**src/core/dpram_host_pkg.sv**
```systemverilog
`default_nettype none
package dpram_host_pkg;
   // widths of one device port
   localparam int ADDR_W = 13;
   localparam int DATA_W = 18;
   localparam int REG_AW = 4;
   localparam int REG_DW = 32;
   localparam int CNT_W = 8;
   localparam int TOK_COUNT = 8;
   localparam int TOK_SEL_W = 3;

   ////////////////////////////////////////////////////////////////////////////
   // register offsets of the command port
   localparam logic [REG_AW-1:0] REG_CMD = 4'h0;
   localparam logic [REG_AW-1:0] REG_ADDR = 4'h1;
   localparam logic [REG_AW-1:0] REG_WDATA = 4'h2;
   localparam logic [REG_AW-1:0] REG_RDATA = 4'h3;
   localparam logic [REG_AW-1:0] REG_STATUS = 4'h4;
   localparam logic [REG_AW-1:0] REG_CONFIG = 4'h5;

   // field positions
   localparam int CMD_OP_LSB = 0;
   localparam int CMD_OP_W = 3;
   localparam int ST_BUSY = 0;
   localparam int ST_DONE = 1;
   localparam int ST_OWNED = 2;
   localparam int ST_SPREAD_ERR = 3;
   localparam int ST_BUSY_SEEN = 4;
   localparam int CFG_INHIBIT = 0;
   localparam logic CFG_INHIBIT_RST = 1'b0;

   // semaphore token values, active low
   localparam logic TOK_TAKE = 1'b0;
   localparam logic TOK_FREE = 1'b1;

   ////////////////////////////////////////////////////////////////////////////
   // timing, in ns, and the clock period
   localparam int CLK_PERIOD_NS = 4;
   localparam int SETUP_NS = 15;
   localparam int ACCESS_NS = 15;
   localparam int RECOVER_NS = 8;

   // commands
   typedef enum logic [CMD_OP_W-1:0] {
      OP_MEM_RD = 3'h0,
      OP_MEM_WR = 3'h1,
      OP_TOK_RD = 3'h2,
      OP_TOK_WR = 3'h3,
      OP_ACQUIRE = 3'h4,
      OP_INIT = 3'h5
   } op_type;

   // control pins toward one device port, all active low
   typedef struct packed {
      logic [ADDR_W-1:0] addr;
      logic chipEnN;
      logic tokenSpaceSelectN;
      logic rwN;
      logic outEnN;
   } pins_type;

   localparam pins_type PINS_IDLE = '{addr: '0, chipEnN: 1'b1,
      tokenSpaceSelectN: 1'b1, rwN: 1'b1, outEnN: 1'b1};

   // least time in ns to whole cycles, at least one
   function automatic logic [CNT_W-1:0] ns_to_cycles(input int ns);
      int c;
      c = (ns + CLK_PERIOD_NS - 1) / CLK_PERIOD_NS;
      if (c < 1) begin
         c = 1;
      end
      return c[CNT_W-1:0];
   endfunction : ns_to_cycles

   localparam logic [CNT_W-1:0] SETUP_CYC = ns_to_cycles(SETUP_NS);
   localparam logic [CNT_W-1:0] ACCESS_CYC = ns_to_cycles(ACCESS_NS);
   localparam logic [CNT_W-1:0] RECOVER_CYC = ns_to_cycles(RECOVER_NS);
endpackage : dpram_host_pkg
`default_nettype wire

```
**src/core/dpram_port_host.sv**
```systemverilog
// Device rules this block works with
// RQ1 - device lets one same-address access through, flags busy low to other
// RQ2 - write from the busy-flagged port is blocked inside the device
// RQ3 - slave part does not arbitrate; busy is only a write inhibit input
// RQ4 - in slave mode host holds busy high normally, low to block writes
// RQ5 - master part drives busy push-pull on both levels
// RQ6 - master busy depends only on chip enables and addresses
// RQ7 - hold address and enable long enough before starting a write pulse
// RQ8 - a width-expanded array uses exactly one master part
// RQ9 - eight semaphore latches live apart from the memory array
// RQ10 - request token by writing zero, release by writing one, same port
// RQ11 - semaphore select low picks token space; low three address bits
// RQ12 - semaphore write uses data bit zero only
// RQ13 - zero written to free token reads zero here, one on the far side
// RQ14 - owned token changes only from the owning port
// RQ15 - owner writing one frees token unless the far side is pending
// RQ16 - non-owner zero stays pending in its request latch
// RQ17 - semaphore read spreads the flag onto every data bit
// RQ18 - read value latched while select and output enable stay active
// RQ19 - polling must drop select or output enable between reads
// RQ20 - chip enable and semaphore select both high gives standby
// RQ21 - tokens have no hardware effect on memory access
// RQ22 - master never drives both busy outputs low together
// RQ23 - concurrent requests for a free token give it to exactly one port
// RQ24 - release with far side pending passes ownership at once
// RQ25 - role strap is static: master drives busy, slave samples it
// RQ26 - busy compares full address, only when both chip enables active
`default_nettype none
module dpram_port_host
   import dpram_host_pkg::*;
(
   input wire logic clk,
   input wire logic reset,
   // command port
   input wire logic [REG_AW-1:0] regAddr,
   input wire logic [REG_DW-1:0] regWrData,
   input wire logic regWrStb,
   input wire logic regRdStb,
   output logic [REG_DW-1:0] regRdData,
   // device port pins
   input wire logic roleMaster,
   output pins_type pins,
   input wire logic [DATA_W-1:0] dataIn,
   output logic [DATA_W-1:0] dataOut,
   output logic dataOe,
   input wire logic busyIn,
   output logic busyOut,
   output logic busyOe
);
   typedef enum logic [1:0] {
      S_IDLE = 2'b00,
      S_SETUP = 2'b01,
      S_STROBE = 2'b10,
      S_RECOVER = 2'b11
   } state_type;

   state_type state_r, state_nxt;
   op_type op_r, op_nxt;
   logic isWrite_r, isWrite_nxt;
   logic isTok_r, isTok_nxt;
   pins_type pins_r, pins_nxt;
   logic [DATA_W-1:0] wrData_r, wrData_nxt;
   logic [DATA_W-1:0] dataOut_r, dataOut_nxt;
   logic dataOe_r, dataOe_nxt;
   logic [ADDR_W-1:0] addrReg_r, addrReg_nxt;
   logic [DATA_W-1:0] wdataReg_r, wdataReg_nxt;
   logic [DATA_W-1:0] rdataReg_r, rdataReg_nxt;
   logic done_r, done_nxt;
   logic owned_r, owned_nxt;
   logic spreadErr_r, spreadErr_nxt;
   logic busySeen_r, busySeen_nxt;
   logic inhibit_r, inhibit_nxt;
   logic [REG_DW-1:0] regRdData_r, regRdData_nxt;
   logic tmrLoad;
   logic [CNT_W-1:0] tmrValue;
   logic tmrExpired;
   logic startCmd;
   logic seqDone;

   ////////////////////////////////////////////////////////////////////////////
   // phase timer
   pin_timer #(.W(CNT_W)) u_timer (
      .clk(clk),
      .reset(reset),
      .load(tmrLoad),
      .loadValue(tmrValue),
      .expired(tmrExpired)
   );

   // true when the read value is one flag spread on all bits
   function automatic logic spread_ok(input logic [DATA_W-1:0] d);
      return (d == '0) || (d == '1);
   endfunction : spread_ok

   // pins for one phase of an access
   function automatic pins_type phase_pins(input logic [ADDR_W-1:0] a,
                                           input logic tok,
                                           input logic wr,
                                           input logic strobe);
      pins_type p;
      p = PINS_IDLE;
      p.addr = a;
      p.chipEnN = tok;          // memory access uses chip enable
      p.tokenSpaceSelectN = ~tok;
      p.rwN = ~(wr & strobe);
      p.outEnN = ~(~wr & strobe);
      return p;
   endfunction : phase_pins

   assign startCmd = regWrStb && (regAddr == REG_CMD) && (state_r == S_IDLE);

   ////////////////////////////////////////////////////////////////////////////
   // access sequencer
   always_comb begin
      state_nxt = state_r;
      op_nxt = op_r;
      isWrite_nxt = isWrite_r;
      isTok_nxt = isTok_r;
      pins_nxt = pins_r;
      wrData_nxt = wrData_r;
      dataOut_nxt = dataOut_r;
      dataOe_nxt = dataOe_r;
      addrReg_nxt = addrReg_r;
      rdataReg_nxt = rdataReg_r;
      owned_nxt = owned_r;
      spreadErr_nxt = spreadErr_r;
      tmrLoad = 1'b0;
      tmrValue = SETUP_CYC;
      seqDone = 1'b0;
      unique case (state_r)
         S_IDLE: begin
            pins_nxt = PINS_IDLE;  // both selects high: standby [RQ20]
            dataOe_nxt = 1'b0;
            if (startCmd) begin
               op_nxt = op_type'(regWrData[CMD_OP_LSB +: CMD_OP_W]);
               isTok_nxt = (op_nxt != OP_MEM_RD) && (op_nxt != OP_MEM_WR);
               isWrite_nxt = (op_nxt == OP_MEM_WR) || (op_nxt == OP_TOK_WR)
                  || (op_nxt == OP_ACQUIRE) || (op_nxt == OP_INIT);
               // token requests write zero, init releases with one [RQ10]
               wrData_nxt = wdataReg_r;
               if (op_nxt == OP_ACQUIRE) begin
                  wrData_nxt = {{(DATA_W-1){1'b0}}, TOK_TAKE};
               end else if (op_nxt == OP_INIT) begin
                  wrData_nxt = {{(DATA_W-1){1'b0}}, TOK_FREE};
                  addrReg_nxt = '0;
               end
               // only the low three address bits pick a token [RQ11]
               if (isTok_nxt) begin
                  addrReg_nxt = {{(ADDR_W-TOK_SEL_W){1'b0}},
                                 addrReg_nxt[TOK_SEL_W-1:0]};
               end
               pins_nxt = phase_pins(addrReg_nxt, isTok_nxt, 1'b0, 1'b0);
               tmrLoad = 1'b1;
               tmrValue = SETUP_CYC;
               state_nxt = S_SETUP;
            end
         end
         S_SETUP: begin
            // address and enable settle before any strobe [RQ7]
            // a lost arbitration holds us here until busy lifts [RQ1]
            if (tmrExpired && !(roleMaster && !isTok_r && !busyIn)) begin
               pins_nxt = phase_pins(addrReg_r, isTok_r, isWrite_r, 1'b1);
               // semaphore write carries the value on bit zero [RQ12]
               dataOut_nxt = isTok_r ? {{(DATA_W-1){1'b0}}, wrData_r[0]}
                                     : wrData_r;
               dataOe_nxt = isWrite_r;
               tmrLoad = 1'b1;
               tmrValue = ACCESS_CYC;
               state_nxt = S_STROBE;
            end
         end
         S_STROBE: begin
            // select and output enable stay low till capture [RQ18]
            if (tmrExpired) begin
               if (!isWrite_r) begin
                  rdataReg_nxt = dataIn;
                  if (isTok_r) begin
                     spreadErr_nxt = !spread_ok(dataIn);  // [RQ17]
                     // zero read back means this port holds it [RQ13]
                     owned_nxt = (dataIn[0] == TOK_TAKE);
                  end
               end
               pins_nxt = PINS_IDLE;  // drop select between polls [RQ19]
               dataOe_nxt = 1'b0;
               tmrLoad = 1'b1;
               tmrValue = RECOVER_CYC;
               state_nxt = S_RECOVER;
            end
         end
         S_RECOVER: begin
            if (tmrExpired) begin
               tmrLoad = 1'b1;
               tmrValue = SETUP_CYC;
               state_nxt = S_SETUP;
               if (op_r == OP_ACQUIRE && isWrite_r) begin
                  // write then read back, never read then write [RQ10]
                  isWrite_nxt = 1'b0;
                  pins_nxt = phase_pins(addrReg_r, 1'b1, 1'b0, 1'b0);
               end else if (op_r == OP_INIT &&
                            addrReg_r[TOK_SEL_W-1:0] !=
                            TOK_SEL_W'(TOK_COUNT - 1)) begin
                  // free every token from this side
                  addrReg_nxt = addrReg_r + 1'b1;
                  pins_nxt = phase_pins(addrReg_nxt, 1'b1, 1'b1, 1'b0);
               end else begin
                  tmrLoad = 1'b0;
                  seqDone = 1'b1;
                  state_nxt = S_IDLE;
               end
            end
         end
      endcase
      // address register is writable only while idle
      if (regWrStb && regAddr == REG_ADDR && state_r == S_IDLE) begin
         addrReg_nxt = regWrData[ADDR_W-1:0];
      end
   end

   ////////////////////////////////////////////////////////////////////////////
   // register file writes and status flags
   always_comb begin
      wdataReg_nxt = wdataReg_r;
      inhibit_nxt = inhibit_r;
      done_nxt = done_r;
      busySeen_nxt = busySeen_r;
      if (regWrStb) begin
         unique case (regAddr)
            REG_WDATA: wdataReg_nxt = regWrData[DATA_W-1:0];
            REG_CONFIG: inhibit_nxt = regWrData[CFG_INHIBIT];
            REG_STATUS: begin
               if (regWrData[ST_DONE]) begin
                  done_nxt = 1'b0;
               end
               if (regWrData[ST_BUSY_SEEN]) begin
                  busySeen_nxt = 1'b0;
               end
            end
            default: ;
         endcase
      end
      // hardware set wins over software clear
      if (seqDone) begin
         done_nxt = 1'b1;
      end
      if (state_r == S_SETUP && roleMaster && !isTok_r && !busyIn) begin
         busySeen_nxt = 1'b1;  // [RQ2]
      end
   end

   // read data, present only in the cycle after the strobe
   always_comb begin
      regRdData_nxt = '0;
      if (regRdStb) begin
         unique case (regAddr)
            REG_ADDR: regRdData_nxt[ADDR_W-1:0] = addrReg_r;
            REG_WDATA: regRdData_nxt[DATA_W-1:0] = wdataReg_r;
            REG_RDATA: regRdData_nxt[DATA_W-1:0] = rdataReg_r;
            REG_STATUS: begin
               regRdData_nxt[ST_BUSY] = (state_r != S_IDLE);
               regRdData_nxt[ST_DONE] = done_r;
               regRdData_nxt[ST_OWNED] = owned_r;
               regRdData_nxt[ST_SPREAD_ERR] = spreadErr_r;
               regRdData_nxt[ST_BUSY_SEEN] = busySeen_r;
            end
            REG_CONFIG: regRdData_nxt[CFG_INHIBIT] = inhibit_r;
            default: regRdData_nxt = '0;
         endcase
      end
   end

   ////////////////////////////////////////////////////////////////////////////
   // state registers
   always_ff @(posedge clk or posedge reset) begin
      if (reset) begin
         state_r <= S_IDLE;
         op_r <= OP_MEM_RD;
         isWrite_r <= 1'b0;
         isTok_r <= 1'b0;
         pins_r <= PINS_IDLE;
         wrData_r <= '0;
         dataOut_r <= '0;
         dataOe_r <= 1'b0;
         addrReg_r <= '0;
         wdataReg_r <= '0;
         rdataReg_r <= '0;
         done_r <= 1'b0;
         owned_r <= 1'b0;
         spreadErr_r <= 1'b0;
         busySeen_r <= 1'b0;
         inhibit_r <= CFG_INHIBIT_RST;
         regRdData_r <= '0;
      end else begin
         state_r <= state_nxt;
         op_r <= op_nxt;
         isWrite_r <= isWrite_nxt;
         isTok_r <= isTok_nxt;
         pins_r <= pins_nxt;
         wrData_r <= wrData_nxt;
         dataOut_r <= dataOut_nxt;
         dataOe_r <= dataOe_nxt;
         addrReg_r <= addrReg_nxt;
         wdataReg_r <= wdataReg_nxt;
         rdataReg_r <= rdataReg_nxt;
         done_r <= done_nxt;
         owned_r <= owned_nxt;
         spreadErr_r <= spreadErr_nxt;
         busySeen_r <= busySeen_nxt;
         inhibit_r <= inhibit_nxt;
         regRdData_r <= regRdData_nxt;
      end
   end

   ////////////////////////////////////////////////////////////////////////////
   // outputs; busy pin driven only toward a slave part [RQ4]
   assign pins = pins_r;
   assign dataOut = dataOut_r;
   assign dataOe = dataOe_r;
   assign busyOe = ~roleMaster;  // master part drives busy itself [RQ25]
   assign busyOut = ~inhibit_r;
   assign regRdData = regRdData_r;
endmodule : dpram_port_host
`default_nettype wire

```
**src/core/pin_timer.sv**
```systemverilog
`default_nettype none
module pin_timer
   import dpram_host_pkg::*;
#(
   parameter int W = CNT_W
) (
   input wire logic clk,
   input wire logic reset,
   input wire logic load,
   input wire logic [W-1:0] loadValue,
   output logic expired
);
   logic [W-1:0] cnt_r;
   logic [W-1:0] cnt_nxt;

   // down counter, reload wins over counting
   always_comb begin
      cnt_nxt = cnt_r;
      if (load) begin
         cnt_nxt = loadValue;
      end else if (cnt_r != '0) begin
         cnt_nxt = cnt_r - 1'b1;
      end
   end

   always_ff @(posedge clk or posedge reset) begin
      if (reset) begin
         cnt_r <= '0;
      end else begin
         cnt_r <= cnt_nxt;
      end
   end

   assign expired = (cnt_r == '0);
endmodule : pin_timer
`default_nettype wire

```
**config.mk**
```make
export PLATFORM = sky130hd
export DESIGN_NAME = dpram_port_host
export DESIGN_NICKNAME = d
export VERILOG_FILES = /design/src/core/dpram_host_pkg.sv /design/src/core/dpram_port_host.sv /design/src/core/pin_timer.sv
export SDC_FILE = /design/constraint.sdc
export NUM_CORES = 1
export LEC_CHECK = 0
export ABC_CLOCK_PERIOD_IN_PS = 3750
export BUFFER_PORTS_ARGS = -buffer_cell sky130_fd_sc_hd__buf_2
export CAP_MARGIN = 20
export CORE_AREA = 4 4 133 135
export DETAILED_ROUTE_END_ITERATION = 16
export DIE_AREA = 0 0 137 139
export PLACE_DENSITY_LB_ADDON = 0.3
export REMOVE_ABC_BUFFERS = 1
export SYNTH_ARGS = -nofsm -noshare
export SYNTH_HDL_FRONTEND = slang
export SYNTH_SLANG_ARGS = --single-unit
```
**constraint.sdc**
```tcl
create_clock -name clk -period 3.75 [get_ports clk]
set_input_delay 0.1875 -clock clk [delete_from_list [all_inputs] [get_ports clk]]
set_output_delay 0.1875 -clock clk [all_outputs]
set_load 0.02 [all_outputs]
```
# Word-level counts from Yosys, hierarchy flattened
# Index checks and enable logic that the tools add are counted.
[word_totals] ff_bits=155 latchBits=0 ramBits=0 mem_bits_ro=0 in_bits=60 output_inout_bits=70 wordCells=170 n_memories=0
[classes] n_addsub=2 n_mul=0 div_mod_pow=0 order_cmp=0 n_eq_ne=27 shifts=0 muxes=61 bitwise=6 n_reduce_logical=52
[op_table] operator="$mux W13" count=8
[op_table] operator="$mux W17" count=6
[op_table] operator="$mux W18" count=4
[op_table] operator="$pmux W17 S4" count=1
[op_table] operator="$pmux W13 S2" count=1
[op_table] operator="$mux W1" count=25
[op_table] operator="$pmux W8 S3" count=1
[op_table] operator="$eq A18 B18 Y1 const B" count=1
[op_table] operator="$logic_not A18 Y1" count=1
[op_table] operator="$reduce_bool A2 Y1" count=9
[op_table] operator="$mux W8" count=2
[op_table] operator="$pmux W4 S4" count=1
[op_table] operator="$pmux W8 S2" count=1
[op_table] operator="$reduce_and A4 Y1" count=4
[op_table] operator="$ne A3 B3 Y1 const B" count=5
[op_table] operator="$add A13 B1 Y13 const B" count=1
[op_table] operator="$logic_and A1 B1 Y1" count=13
[op_table] operator="$eq A3 B3 Y1 const B" count=4
[op_table] operator="$reduce_and A3 Y1" count=4
[op_table] operator="$ne A2 B2 Y1 const B" count=5
[op_table] operator="$pmux W5 S2" count=1
[op_table] operator="$reduce_bool A3 Y1" count=3
[op_table] operator="$eq A4 B2 Y1 const B" count=2
[op_table] operator="$eq A4 B3 Y1 const B" count=2
[op_table] operator="25 further kinds" count=43

# Longest topological paths before layout
[depth] depth_word=8 mapped_depth=9 ltp_nobuf=7

# Cells and area by module
# A second synthesis with hierarchy kept.
[hier_totals] cells_unflattened=683 area_unflattened_um2=6910.4
[by_module_without_submodules] mod="dpram_port_host" n_inst=1 cells_per_inst=627 area_each_um2=6413.7 seq_area_each_um2=3333.2
[by_module_without_submodules] mod="pin_timer" n_inst=1 cells_per_inst=56 area_each_um2=496.7 seq_area_each_um2=200.2

# Least setup slack after synthesis
# No wires, ideal clock.
[synth_timing] path_kind="reg-to-reg" start="register addrReg_r[1]" end="register addrReg_r[7]" setup_time_ns=0.129 t_arrival_ns=2.038 required_time_ns=3.621 setup_slack_ns=1.583 path_stages_with_launch=9 n_path_buf=1 period_less_slack_ns=2.167 cell_sequence="dfrtp_1 -> ha_1 -> ha_1 -> nor4bb_1 -> a41oi_1 -> a21o_1 -> clkbuf_1 -> o211ai_1 -> nand3_1"
[synth_via] elab_chain_cells=6 elab_cells_between_ends=10 cone_classes="1 x add/sub; 2 x eq/ne; 5 x mux; 2 x reduce/logical"
[synth_rtl] item="from (decl)" line_no="dpram_port_host.sv:65" rtl="logic [ADDR_W-1:0] addrReg_r, addrReg_nxt;"
[synth_rtl] item="from (signal assigned)" line_no="dpram_port_host.sv:301" rtl="addrReg_r <= addrReg_nxt;"
[synth_rtl] item="$add A13 B1 Y13" line_no="dpram_port_host.sv:203" rtl="addrReg_nxt = addrReg_r + 1'b1;"
[synth_rtl] item="$mux W13" line_no="dpram_port_host.sv:199" rtl="end else if (op_r == OP_INIT &&"
[synth_rtl] item="$mux W13" line_no="dpram_port_host.sv:195" rtl="if (op_r == OP_ACQUIRE && isWrite_r) begin"
[synth_rtl] item="$mux W13" line_no="dpram_port_host.sv:191" rtl="if (tmrExpired) begin"
[synth_rtl] item="$pmux W13 S2" line_no="dpram_port_host.sv:130" rtl="unique case (state_r)"
[synth_rtl] item="$mux W13" line_no="dpram_port_host.sv:214" rtl="if (regWrStb && regAddr == REG_ADDR && state_r == S_IDLE) begin"
# Parallel ways exist; a longest one is shown, timed or not. The select of a mux whose other input is x is not followed.
# A chain may end at the register's enable or synchronous reset.

# Worst setup path after layout
[layout_timing] start="register addrReg_r[0]" end="register addrReg_r[9]"
# The elaborated chain is that of the path after synthesis.

==> results.md <==
* Run status: complete, but fails checks
* Violations in the final reports: negative hold slack
* Initial Utilization at 0.4432
* Overall Global Routing Usage at 0.2078
* Number of buffers added on ports at 101
* Die Wd at 137 um
* Startpoint type of the worst setup path: flop
* Post-synthesis async set-or-reset flop share at 1.000
* Number of buffers and inverters on the critical path at 0
* Worst path setup slack after routing at 1.103 ns
* Most common cell after layout, fill and taps aside: sky130_fd_sc_hd__dfrtp_1
* Number of CTS-inserted buffers at 17
* Leading cell types in the layout, fill and taps excluded: 137 x sky130_fd_sc_hd__dfrtp_1, 101 x sky130_fd_sc_hd__buf_2, 83 x sky130_fd_sc_hd__nand2_1
* Area added between synthesis and finish at 17.13%
* Post-layout util at 0.5191
* Final hold slack at -0.001594 ns
* Die span in y at 139 um
* Worst rel slew slack at 0.3262
* Number of vias after detailed routing at 5958
* Yosys cell types at 72
* Kind of end point of the critical path: flop
* Final weighted congestion in routability-driven placement at 0.8623
* Buffer cell driving the clock tree root: sky130_fd_sc_hd__clkbuf_16
* Final net count at 906
* Total count of max-transition violations in the final report at 0
* Leakage at 3.949 nW
* Wire length of the first global-routing pass at 30910 um
* Post-Synthesis Mean Instance Area at 9.757 sq um
* Wire length after detailed routing at 19040 um
* Std-Cell Core Area at 16470 sq um
* Standard-cell row count at 47
* PD cells at 703.9 nW/um^2
* Setup repair after global routing missed its margin: false
* Antenna violations before repair at 1
* Buffer levels on the longest clock path at 2
* Layout cells sized above 1 at 0.2367
* Worst path most repeated cell: sky130_fd_sc_hd__ha_1
* Highest clock rate at 377.8 MHz
* Maximum fanout count along the critical path at 11
* Final Instance Area at 8548 sq um
* Proportion of synthesized chip area in sequential cells at 0.4841
* TritonCTS Sinks at 141
* Aggregate global routing overflow at 0
* FILL cells at 1555
* Most common flop cell mapped by yosys: sky130_fd_sc_hd__dfrtp_1
* CP max stage cell: sky130_fd_sc_hd__dfrtp_1
* DP Worst Slack at 1.156 ns
* Warning count from the yosys run at 0
* Hold crit path type: primary input to flop
* I/O pin count at 130
* Time the worst path needs with I/O delays and setup at 2.647 ns
* Type of the worst setup path: flop to flop
* Clock Skews at 0.01224 ns
* Number of instances in the synthesized netlist at 748
* Number of cells traversed by the worst register-to-register path at 7
* Clock transition at the register clock pins on the worst setup and hold paths after CTS at 0.06 ns
* Remaining antenna violation count at 0
* Cell family with most CP delay: compound AO/OA/AOI/OAI gates
* Die area at 19040 sq um
* FF+latch count, synth at 141
* Crit-path max cell delay at 0.50 ns
* Maximum VDD drop at 0.0003545 V
* Signal arrival time at the worst endpoint at 2.96 ns
* CP cell instances: ha_1 -> ha_1 -> nor4bb_1 -> a41oi_1 -> a21o_1 -> and3_1 -> a221o_1
* Final Hold Violating Endpoints at 1
* Number of H-tree branching levels at 4
* Drt via density at 5.568
* Detailed Place HPWL at 13350 um
* Initial DRC count at 497
* Number of cells traversed by the worst hold path at 2
* Post-synth EDFFs at 0
* Cell Area, Placed at 7884 sq um
* Total area of multi-input combinational cells at 3411 sq um
* Insertion delay of the later-clocked pin in the worst-skew pair at 0.44 ns
* Transition time at the pin with the least slew margin at 1.011 ns
* Mean routed wirelength per cell at 17.79 um
* Vias in the first global route at 5876
* Post-detailed-route DRC marker count at 0
* Required time reported for the critical path endpoint at 4.06 ns
* Final Setup Violations at 0
* WP depth at 7
* Flip-flop and latch area at 3533 sq um
* TritonCTS clock tree: done
* Router iterations before antenna repair at 6
* Pin count of the biggest net entering global routing at 92
* Post-route clock period utilization at 0.7058
* Count of max-cap constraint violations at 0
* Summed instance area of the synthesized netlist at 7298 sq um
* Overall power of the completed layout at 6.017 mW
[cell families after synthesis]
kind of cell               Yosys count  share of synthesized area
and+or+nand+nor                    289                     0.1999
AOI/OAI and AO/OA                  161                     0.1414
DFF                                141                     0.4841
buffers and inverters               80                    0.05520
muxes                               60                    0.09446
adders and majority gates           10                    0.01714
xor gates and xnor gates             6                   0.007200
other                                1                  0.0005138
[per-layer routing]
metal / global-route usage / vias to the layer above / part of all wire
met5: 0 / - / 0.00068
met4: 0.07721 / 2 / 0.024
met3: 0.04898 / 43 / 0.060
met2: 0.3271 / 189 / 0.47
met1: 0.2790 / 2900 / 0.44
li1: - / 2824 / -
[through the flow]
| stage | cells | hold slack, ns | TNS, ns |
|---|---|---|---|
| 3_5_place_dp | 1032 | 0.4065 | 0 |
| 4_1_cts | 1069 | 0.0009627 | 0 |
| 6_report | 1070 | -0.001594 | 0 |
| 2_1_floorplan | 700 | 0.2929 | -29.22 |
| 5_1_grt | 1069 | 0.008815 | 0 |
| 3_3_place_gp | 1032 | 0.4096 | 0 |
[registers in the layout, summed over array words and instances (netlist names)]
signal,cells
inhibit_r,1
pins,17
addrReg_r,13
spreadErr_r,1
busySeen_r,1
op_r,3
u_timer.cnt_r,8
regRdData,18
done_r,1
state_r,2
dataOe,1
wrData_r,18
owned_r,1
rdataReg_r,18
wdataReg_r,18
dataOut,18
isTok_r,1
isWrite_r,1
[worst register-to-register path, delay by kind of cell (launching register included)]
kind            cells  cell delay, ns
fa+ha+maj           2            0.51
flops               1            0.50
simple gates        2            0.71
compound gates      3            0.81
[report_power, final]
group / internal [mW] / switching, mW / total [mW]
registers: 1.91 / 0.359 / 2.27
logic: 0.826 / 1.16 / 1.98
clock network: 1.06 / 0.704 / 1.76
[cells in the mapped netlist (5+ instances only)]
master	instances	area [sq um]
sky130_fd_sc_hd__o21a_1	6	45.04
sky130_fd_sc_hd__mux2i_1	19	190.2
sky130_fd_sc_hd__nor3_1	19	95.09
sky130_fd_sc_hd__nand3b_1	5	37.54
sky130_fd_sc_hd__mux2_4	10	150.1
sky130_fd_sc_hd__a21oi_1	39	195.2
sky130_fd_sc_hd__nor2b_1	13	81.33
sky130_fd_sc_hd__o22ai_1	5	31.28
sky130_fd_sc_hd__xnor2_1	6	52.55
sky130_fd_sc_hd__or3_1	10	62.56
sky130_fd_sc_hd__a21o_1	6	45.04
sky130_fd_sc_hd__buf_1	5	18.77
sky130_fd_sc_hd__nand2b_1	18	112.6
sky130_fd_sc_hd__o21ai_0	42	210.2
sky130_fd_sc_hd__dfrtp_1	137	3428
sky130_fd_sc_hd__buf_2	8	40.04
sky130_fd_sc_hd__buf_4	17	127.6
sky130_fd_sc_hd__mux2_2	31	349.1
sky130_fd_sc_hd__ha_1	10	125.1
sky130_fd_sc_hd__nand4_1	13	81.33
sky130_fd_sc_hd__clkbuf_1	26	97.59
sky130_fd_sc_hd__o211ai_1	8	60.06
sky130_fd_sc_hd__and3_1	9	56.30
sky130_fd_sc_hd__nor2_1	63	236.5
sky130_fd_sc_hd__a31oi_1	15	93.84
sky130_fd_sc_hd__nor4_1	5	31.28
sky130_fd_sc_hd__nand3_1	31	155.2
sky130_fd_sc_hd__nand2_1	83	311.6
sky130_fd_sc_hd__a22oi_1	7	52.55
sky130_fd_sc_hd__inv_1	18	67.56
sky130_fd_sc_hd__a221o_1	6	60.06
[cell type report]
type	count	share of cell area
Timing Repair Buffer	117	0.07465
Sequential cell	141	0.4133
Antenna cell	1	0.0002927
Clock buffer	18	0.05020
Multi-Input combinational cell	540	0.3990
Clock inverter	14	0.02137
Tap cell	220	0.03220
Inverter	19	0.008929
[worst paths after layout]
kind | start | to | slack (ns)
setup / recovery | addrReg_r[0]$_DFFE_PP0P_ | addrReg_r[9]$_DFFE_PP0P_ | 1.10
hold / removal | dataIn[0] | owned_r$_DFFE_PP0P_ | -0.002
setup reg to reg | addrReg_r[0]$_DFFE_PP0P_ | addrReg_r[9]$_DFFE_PP0P_ | 1.10
hold reg to reg | wrData_r[14]$_DFFE_PP0P_ | wrData_r[14]$_DFFE_PP0P_ | 0.47
max in group asynchronous | reset | pins[1]$_DFFE_PP1P_ | 2.39
min in group asynchronous | reset | dataOut[7]$_DFFE_PP0P_ | 0.44
[repair_timing]
action,CTS,global route
resized for setup,0,0
setup buffers,0,0
hold buffers,5,0
setup endpoints to repair,0,0
endpoints found under the hold margin,93,0
Note: power is estimated with default switching activity, not from simulation.
